`src/fifo_pkg.sv`:
```
// shared constants and helpers for the flagged fifo and its controller
package fifo_pkg;
  // ----------------------------------------
  // geometry
  // ----------------------------------------
  localparam int DATA_W = 9;
  localparam int ADDR_W = 6;
  localparam int PTR_W = 7;
  localparam logic [6:0] DEPTH = 7'h40;
  // ----------------------------------------
  // flag offset defaults
  // ----------------------------------------
  localparam logic [5:0] DEFAULT_EMPTY_OFS = 6'h07;
  localparam logic [5:0] DEFAULT_FULL_OFS = 6'h07;
  // ----------------------------------------
  // offset load sequence steps
  // ----------------------------------------
  localparam logic [1:0] STEP_EMPTY_LSB = 2'h0;
  localparam logic [1:0] STEP_FULL_LSB = 2'h2;
  // ----------------------------------------
  // controller register map (byte addresses)
  // ----------------------------------------
  localparam logic [3:0] REG_DATA = 4'h0;
  localparam logic [3:0] REG_STATUS = 4'h4;
  localparam logic [3:0] REG_OFFSET = 4'h8;
  localparam logic [3:0] REG_CTRL = 4'hc;
  localparam logic [1:0] CTRL_RESET = 2'h1;
  // ----------------------------------------
  // helpers
  // ----------------------------------------
  function automatic logic [6:0] bin2gray(input logic [6:0] b);
    bin2gray = b ^ (b >> 1);
  endfunction

  function automatic logic [6:0] gray2bin(input logic [6:0] g);
    logic [6:0] b;
    b[6] = g[6];
    for (int i = 5; i >= 0; i--) begin
      b[i] = b[i + 1] ^ g[i];
    end
    gray2bin = b;
  endfunction
endpackage

```
`src/fifo_link_if.sv`:
```
// pin-level link between the fifo device and the system controller
`timescale 1ns/10ps
`default_nettype none
interface fifo_link_if;
  logic [8:0] data_to_fifo;
  logic [8:0] data_from_fifo;
  logic write_enable_primary_n;
  logic write_enable_or_load;
  logic read_enable_primary_n;
  logic read_enable_secondary_n;
  logic empty_flag_n;
  logic full_flag_n;
  logic almost_full_flag_n;
  logic almost_empty_flag_n;

  modport device (
    input data_to_fifo, write_enable_primary_n, write_enable_or_load,
    input read_enable_primary_n, read_enable_secondary_n,
    output data_from_fifo, empty_flag_n, full_flag_n,
    output almost_full_flag_n, almost_empty_flag_n
  );
  modport controller (
    output data_to_fifo, write_enable_primary_n, write_enable_or_load,
    output read_enable_primary_n, read_enable_secondary_n,
    input data_from_fifo, empty_flag_n, full_flag_n,
    input almost_full_flag_n, almost_empty_flag_n
  );
endinterface
`default_nettype wire

```
`src/ptr_sync.sv`:
```
// two-stage synchroniser for a gray-coded pointer
`timescale 1ns/10ps
`default_nettype none
module ptr_sync #(
  parameter int WIDTH = 7
) (
  // clock and reset
  input wire logic clk_in,
  input wire logic rst_b_in,
  // pointer
  input wire logic [WIDTH-1:0] gray_in,
  output logic [WIDTH-1:0] gray_out
);
  logic [WIDTH-1:0] stage1;

  always_ff @(posedge clk_in or negedge rst_b_in) begin
    if (!rst_b_in) begin
      stage1 <= '0;
      gray_out <= '0;
    end else begin
      stage1 <= gray_in;
      gray_out <= stage1;
    end
  end
endmodule
`default_nettype wire

```
`src/fifo_device.sv`:
```
// 64 x 9 fifo with empty, full and programmable almost flags
//
// Added by the designer: the register offsets and the Avalon-MM slave port.
`timescale 1ns/10ps
`default_nettype none
// How it works
// - first word out within bounded read cycles
// - latency bound holds only when empty
// - almost-full may lag a read by three edges
// - almost-empty may lag a write by three edges
// - write at threshold leaves depth minus m-1
// - read at threshold leaves n-1 words
// - load pin low at reset: offset control
// - load pin high at reset: second enable
// - second-enable mode keeps default offsets
// - secondary read enable may be tied active
// - width expansion shares controls in parallel
// - composite empty and full across devices
// - almost flags taken from any device
// - one enable system, other steering
// - expansion steps devices in fixed order
// - full flag low at full depth
// - empty flag low when pointers equal
// - almost-full offset defaults to seven
// - almost-empty offset defaults to seven
module fifo_device (
  // clock and reset
  input wire logic clk_in,
  input wire logic rst_b_in,
  // fifo pins
  fifo_link_if.device link,
  // mode seen at reset
  output logic load_mode_out
);
  // ----------------------------------------
  // storage and state
  // ----------------------------------------
  logic [8:0] mem [0:63];
  logic [6:0] wptr;
  logic [6:0] rptr;
  logic [6:0] wgray;
  logic [6:0] rgray;
  logic [6:0] wgray_sync;
  logic [6:0] rgray_sync;
  logic [5:0] empty_ofs;
  logic [5:0] full_ofs;
  logic [1:0] wr_step;
  logic [1:0] rd_step;
  logic strap_pending;
  logic load_mode;
  logic do_write;
  logic do_read;
  logic ofs_write;
  logic ofs_read;
  logic [6:0] next_wptr;
  logic [6:0] next_rptr;
  logic [6:0] wr_count;
  logic [6:0] rd_count;

  assign load_mode_out = load_mode;

  // ----------------------------------------
  // reset strap of the shared pin
  // ----------------------------------------
  // caught on the first edge after release, never under reset itself
  always_ff @(posedge clk_in or negedge rst_b_in) begin
    if (!rst_b_in) begin
      strap_pending <= 1'b1;
      load_mode <= 1'b0;
    end else if (strap_pending) begin
      strap_pending <= 1'b0;
      load_mode <= ~link.write_enable_or_load;
    end
  end

  // ----------------------------------------
  // decode of the enables
  // ----------------------------------------
  always_comb begin
    // pin high acts as write enable in both modes; low loads only in load mode
    do_write = ~strap_pending & ~link.write_enable_primary_n
      & link.write_enable_or_load & link.full_flag_n;
    ofs_write = ~strap_pending & load_mode & ~link.write_enable_or_load
      & ~link.write_enable_primary_n;
    do_read = ~strap_pending & ~link.read_enable_primary_n
      & ~link.read_enable_secondary_n & link.empty_flag_n
      & ~(load_mode & ~link.write_enable_or_load);
    ofs_read = ~strap_pending & load_mode & ~link.write_enable_or_load
      & ~link.read_enable_primary_n & ~link.read_enable_secondary_n;
    next_wptr = wptr + {6'h00, do_write};
    next_rptr = rptr + {6'h00, do_read};
    wr_count = next_wptr - fifo_pkg::gray2bin(rgray_sync);
    rd_count = fifo_pkg::gray2bin(wgray_sync) - next_rptr;
  end

  // ----------------------------------------
  // pointer crossing
  // ----------------------------------------
  // both sides still pay two stages so the flags never see a moving pointer
  ptr_sync #(.WIDTH(fifo_pkg::PTR_W)) sync_w2r (
    .clk_in(clk_in),
    .rst_b_in(rst_b_in),
    .gray_in(wgray),
    .gray_out(wgray_sync)
  );
  ptr_sync #(.WIDTH(fifo_pkg::PTR_W)) sync_r2w (
    .clk_in(clk_in),
    .rst_b_in(rst_b_in),
    .gray_in(rgray),
    .gray_out(rgray_sync)
  );

  // ----------------------------------------
  // write side
  // ----------------------------------------
  always_ff @(posedge clk_in) begin
    if (do_write) begin
      mem[wptr[5:0]] <= link.data_to_fifo;
    end
  end

  always_ff @(posedge clk_in or negedge rst_b_in) begin
    if (!rst_b_in) begin
      wptr <= '0;
      wgray <= '0;
    end else begin
      wptr <= next_wptr;
      wgray <= fifo_pkg::bin2gray(next_wptr);
    end
  end

  always_ff @(posedge clk_in or negedge rst_b_in) begin
    if (!rst_b_in) begin
      link.full_flag_n <= 1'b1;
      link.almost_full_flag_n <= 1'b1;
    end else begin
      link.full_flag_n <= (wr_count != fifo_pkg::DEPTH);
      // threshold counts the word taken on this edge
      link.almost_full_flag_n <= (wr_count < (fifo_pkg::DEPTH - {1'b0, full_ofs}));
    end
  end

  // ----------------------------------------
  // offset registers
  // ----------------------------------------
  // upper words of the sequence are accepted but unused at this depth
  always_ff @(posedge clk_in or negedge rst_b_in) begin
    if (!rst_b_in) begin
      empty_ofs <= fifo_pkg::DEFAULT_EMPTY_OFS;
      full_ofs <= fifo_pkg::DEFAULT_FULL_OFS;
      wr_step <= fifo_pkg::STEP_EMPTY_LSB;
    end else if (ofs_write) begin
      wr_step <= wr_step + 2'h1;
      if (wr_step == fifo_pkg::STEP_EMPTY_LSB) begin
        empty_ofs <= link.data_to_fifo[5:0];
      end
      if (wr_step == fifo_pkg::STEP_FULL_LSB) begin
        full_ofs <= link.data_to_fifo[5:0];
      end
    end
  end

  // ----------------------------------------
  // read side
  // ----------------------------------------
  always_ff @(posedge clk_in or negedge rst_b_in) begin
    if (!rst_b_in) begin
      rptr <= '0;
      rgray <= '0;
    end else begin
      rptr <= next_rptr;
      rgray <= fifo_pkg::bin2gray(next_rptr);
    end
  end

  // offset reads walk the same four-step order as offset writes
  always_ff @(posedge clk_in or negedge rst_b_in) begin
    if (!rst_b_in) begin
      rd_step <= fifo_pkg::STEP_EMPTY_LSB;
    end else if (ofs_read) begin
      rd_step <= rd_step + 2'h1;
    end
  end

  // output word holds between reads
  always_ff @(posedge clk_in or negedge rst_b_in) begin
    if (!rst_b_in) begin
      link.data_from_fifo <= '0;
    end else if (do_read) begin
      link.data_from_fifo <= mem[rptr[5:0]];
    end else if (ofs_read) begin
      case (rd_step)
        fifo_pkg::STEP_EMPTY_LSB: link.data_from_fifo <= {3'h0, empty_ofs};
        fifo_pkg::STEP_FULL_LSB: link.data_from_fifo <= {3'h0, full_ofs};
        default: link.data_from_fifo <= '0;
      endcase
    end
  end

  always_ff @(posedge clk_in or negedge rst_b_in) begin
    if (!rst_b_in) begin
      link.empty_flag_n <= 1'b0;
      link.almost_empty_flag_n <= 1'b0;
    end else begin
      link.empty_flag_n <= (rd_count != 7'h00);
      link.almost_empty_flag_n <= (rd_count > {1'b0, empty_ofs});
    end
  end
endmodule
`default_nettype wire

```
`src/flat_wrapper.sv`:
```
// flat-port wrapper written by rule: the top's interface ports become plain ports
module fifo_device_flat 
  (clk_in, rst_b_in, load_mode_out, link_data_to_fifo, link_write_enable_primary_n, link_write_enable_or_load, link_read_enable_primary_n, link_read_enable_secondary_n, link_data_from_fifo, link_empty_flag_n, link_full_flag_n, link_almost_full_flag_n, link_almost_empty_flag_n);
  fifo_link_if link_i ();
  input wire logic clk_in;
  input wire logic rst_b_in;
  output logic load_mode_out;
  input wire logic [$bits(link_i.data_to_fifo)-1:0] link_data_to_fifo;
  input wire logic [$bits(link_i.write_enable_primary_n)-1:0] link_write_enable_primary_n;
  input wire logic [$bits(link_i.write_enable_or_load)-1:0] link_write_enable_or_load;
  input wire logic [$bits(link_i.read_enable_primary_n)-1:0] link_read_enable_primary_n;
  input wire logic [$bits(link_i.read_enable_secondary_n)-1:0] link_read_enable_secondary_n;
  output wire logic [$bits(link_i.data_from_fifo)-1:0] link_data_from_fifo;
  output wire logic [$bits(link_i.empty_flag_n)-1:0] link_empty_flag_n;
  output wire logic [$bits(link_i.full_flag_n)-1:0] link_full_flag_n;
  output wire logic [$bits(link_i.almost_full_flag_n)-1:0] link_almost_full_flag_n;
  output wire logic [$bits(link_i.almost_empty_flag_n)-1:0] link_almost_empty_flag_n;
  assign link_i.data_to_fifo = link_data_to_fifo;
  assign link_i.write_enable_primary_n = link_write_enable_primary_n;
  assign link_i.write_enable_or_load = link_write_enable_or_load;
  assign link_i.read_enable_primary_n = link_read_enable_primary_n;
  assign link_i.read_enable_secondary_n = link_read_enable_secondary_n;
  assign link_data_from_fifo = link_i.data_from_fifo;
  assign link_empty_flag_n = link_i.empty_flag_n;
  assign link_full_flag_n = link_i.full_flag_n;
  assign link_almost_full_flag_n = link_i.almost_full_flag_n;
  assign link_almost_empty_flag_n = link_i.almost_empty_flag_n;
  fifo_device u_core (.clk_in(clk_in), .rst_b_in(rst_b_in), .link(link_i), .load_mode_out(load_mode_out));
endmodule
```
`config.mk`:
```
export PLATFORM = sky130hd
export DESIGN_NAME = fifo_device_flat
export DESIGN_NICKNAME = d
export VERILOG_FILES = /design/src/fifo_pkg.sv /design/src/fifo_link_if.sv /design/src/ptr_sync.sv /design/src/fifo_device.sv /design/src/flat_wrapper.sv
export SDC_FILE = /design/constraint.sdc
export NUM_CORES = 1
export LEC_CHECK = 0
export ABC_AREA = 1
export BUFFER_PORTS_ARGS = -buffer_cell sky130_fd_sc_hd__buf_2
export CAP_MARGIN = 20
export CORE_UTILIZATION = 35
export CTS_BUF_LIST = sky130_fd_sc_hd__clkbuf_2
export DETAILED_ROUTE_END_ITERATION = 12
export MAX_ROUTING_LAYER = met4
export PLACE_DENSITY = 0.45
export SLEW_MARGIN = 20
export SYNTH_ARGS = -nofsm -noshare
export SYNTH_HDL_FRONTEND = slang
export SYNTH_HIERARCHICAL = 1
export SYNTH_SLANG_ARGS = --single-unit
```
`constraint.sdc`:
```
create_clock -name clk_in -period 5.3 [get_ports clk_in]
set_input_delay 0.265 -clock clk_in [delete_from_list [all_inputs] [get_ports clk_in]]
set_output_delay 0.265 -clock clk_in [all_outputs]
set_load 0.02 [all_outputs]
```
==> results.tsv <==
metric	value	unit
worstSetupPathDepth	17	
gp_congestion	0.859	
p_leak	0.0118	µW
wl	75600	µm
worstPathCellList	nand2_1, nor3_2, ha_1, ha_1, xor2_1, ha_1, a21oi_1, nand2_1, a21oi_1, nor2_1, nor2_1, xor2_1, inv_1, ha_1, nand2_1, nor2_1, a2111oi_0	
synth_seq_area_share	70.7	%
critPathKind	reg2reg	
clock_latency	1.33	ns
die_h	282	µm
ant_nets	0	
skew	0.0967	ns
cts.repair.resized	0	
critPathRequiredTime	6.49	ns
vias	18400	
fmax	240	MHz
drive_gt1_share	13.8	%
drc	0	
cts_hold_buf	22	
start_util	35.4	%
power.density	546	mW/mm²
wl_per_cell	20.2	µm
slew_headroom	27.4	%
crit_family	adder cells	
critPathMaxStageDelay	0.54	ns
crit_start	u_core/link.full_flag_n	
maxCapViolCount	0	
cp_max_fo	9	
critPathBufInv	1	
cpMaxStageDelayCell	nor3_2	
core	0.0776	mm²
netlist_area	0.0275	mm²
rows	102	
drtIter0Drc	1504	
synthCells	2425	
portBuffers	28	
cts_made_buffers	177	
dieArea	0.0797	mm²
fillCellCount	7775	
r2r_end	u_core/link.almost_full_flag_n	
ys_ff_latch	661	
worstMarginPinSlew	1.09	ns
final_max_slew_viol_count	0	
fin_tns_setup	0	ns
postCtsSetupBuffers	0	
clkTransAtPathRegs	0.10	ns
critPathArrivalTime	5.36	ns
synth_cell_types	34	
areaGrowthSynthToFinish	11.3	%
fin_crit_sh	78.5	%
grt_pass1_vias	18500	
finalSetupViolCount	0	
syn-num-nets	2475	
rsz0062_at_grt	no	
layout_commonest_cell	nand2_1	
r2r-start	u_core/link.full_flag_n	
grt_pass1_wl	114000	µm
pre_cts_slack	1.17	ns
die_x	282	µm
worst_r2r_path_depth	17	
place_hpwl	42600	µm
dr.pass1.iters	5	
htreeDepth	4	
clk_path_buf_depth	3	
status	complete, no violations	
clock-sinks	661	
critPathCaptureType	register	
overflow	0	
fin_nets	2621	
hold_violations	0	
reg2reg_slack	1.14	ns
endpoint	u_core/link.almost_full_flag_n	
cts_tree	yes	
worst_setup_path_start_kind	register	
syn_avg_cell_area	11.3	µm²
worst_slack	1.14	ns
crit_top_cell	ha_1	
vias_per_cell	4.93	
layout_common_cells	812 x nand2_1, 576 x edfxtp_1, 531 x nand3_1	
hold_class	in2reg	
finalCriticalPeriod	4.16	ns
grt.total_usage	20.0	%
antenna_found_initial	1	
cts_root_buffer	clkbuf_2	
vdd_drop_max	363	µV
grt_start_max_net_pins	199	
design.portCount	29	
yosysWarnings	6	
-- cell type report --
type | count | area, µm² | share of cell area, %
Sequential cell | 661 | 19400 | 63.5
Inverter | 83 | 322 | 1.05
Antenna cell | 2 | 5.00 | 0.0164
Timing Repair Buffer | 91 | 706 | 2.31
Clock inverter | 49 | 375 | 1.23
Tap cell | 1040 | 1300 | 4.25
Clock buffer | 257 | 1290 | 4.20
Multi-Input combinational cell | 1557 | 7160 | 23.4
-- where the power goes --
part | switching (µW) | leakage, µW | internal, µW | total, µW
combinational | 4670 | 0.00440 | 2030 | 6700
clock | 2090 | 0.00124 | 1590 | 3680
sequential | 340 | 0.00617 | 6000 | 6340
-- layer usage --
metal | vias up | global-route usage, % | wire [µm]
met5 | - | - | 0
met4 | 0 | 6.78 | 1520
met3 | 118 | 3.97 | 4180
met2 | 528 | 30.5 | 35000
met1 | 8995 | 26.6 | 34800
li1 | 8787 | - | -
-- sequential cells by signal, indices dropped and copies added (netlist names), 2 cells and up --
signal and cells:
u_core/mem 576, u_core/link.data_from_fifo 9, u_core/rgray 7, u_core/sync_r2w/gray_out 7, u_core/sync_r2w/stage1 7, u_core/sync_w2r/gray_out 7, u_core/sync_w2r/stage1 7, u_core/wgray 7
u_core/empty_ofs 6, u_core/full_ofs 6, u_core/rptr 6, u_core/wptr 6, u_core/rd_step 2, u_core/wr_step 2
-- Yosys cell counts, drive strengths merged --
library cell  count  area [µm²]
nor3              6        40.0
nor2             75         292
edfxtp          576       17300
xor2             26         243
nand2           812        3050
nand3           532        2670
dfstp             9         236
clkbuf           35         131
clkinv            2        7.51
a2111oi           1        8.76
or2               1        6.26
xnor2             9        78.8
a22oi             1        7.51
fa                2        40.0
inv              81         307
conb              1        3.75
o21ai            23         115
a21oi            18        90.1
or3b              1        8.76
nand3b            2        15.0
nand4             9        56.3
dfrtp            76        1900
o22ai             5        31.3
ha               33         413
buf              89         453
-- how the worst min path moves through the flow --
stage	from	to	slack (ns)	cells past startpoint
after floorplan	rst_b_in	u_core/empty_ofs[3]	-0.03	0
after global placement	rst_b_in	u_core/sync_w2r/stage1[5]	0.26	1
after detailed placement	rst_b_in	u_core/sync_w2r/gray_out[3]	0.26	1
after CTS	link_data_to_fifo[7]	u_core/mem[17][7]	0.008	3
after global routing	link_data_to_fifo[4]	u_core/mem[6][4]	0.1	2
final	link_data_to_fifo[4]	u_core/mem[9][4]	0.18	2
-- cells by family (layout without fill, tap and decap cells) --
family          count (synthesis)  count (layout)  share of synthesized area (%)
buf+inv                       207             480                           3.27
flops                         661             661                           70.7
other cells                     1               3                         0.0136
compound gates                 48              48                          0.919
xor+xnor                       35              35                           1.17
fa+ha+maj                      35              35                           1.65
simple gates                 1438            1438                           22.3
-- stage by stage --
| step | std cells | utilization (%) | area (µm²) | total power (µW) | hold slack, ns |
|---|---|---|---|---|---|
| after floorplan | 2425 | - | 27500 | 11000 | -0.0306 |
| after global placement | 3410 | 37.0 | 28700 | 13100 | 0.256 |
| after detailed placement | 3410 | 37.0 | 28700 | 13200 | 0.262 |
| after CTS | 3738 | 39.4 | 30600 | 16900 | 0.00791 |
| after global routing | 3740 | 39.4 | 30600 | 18000 | 0.0976 |
| final | 3740 | 39.4 | 30600 | 16700 | 0.182 |
(Power assumes the default switching activity.)
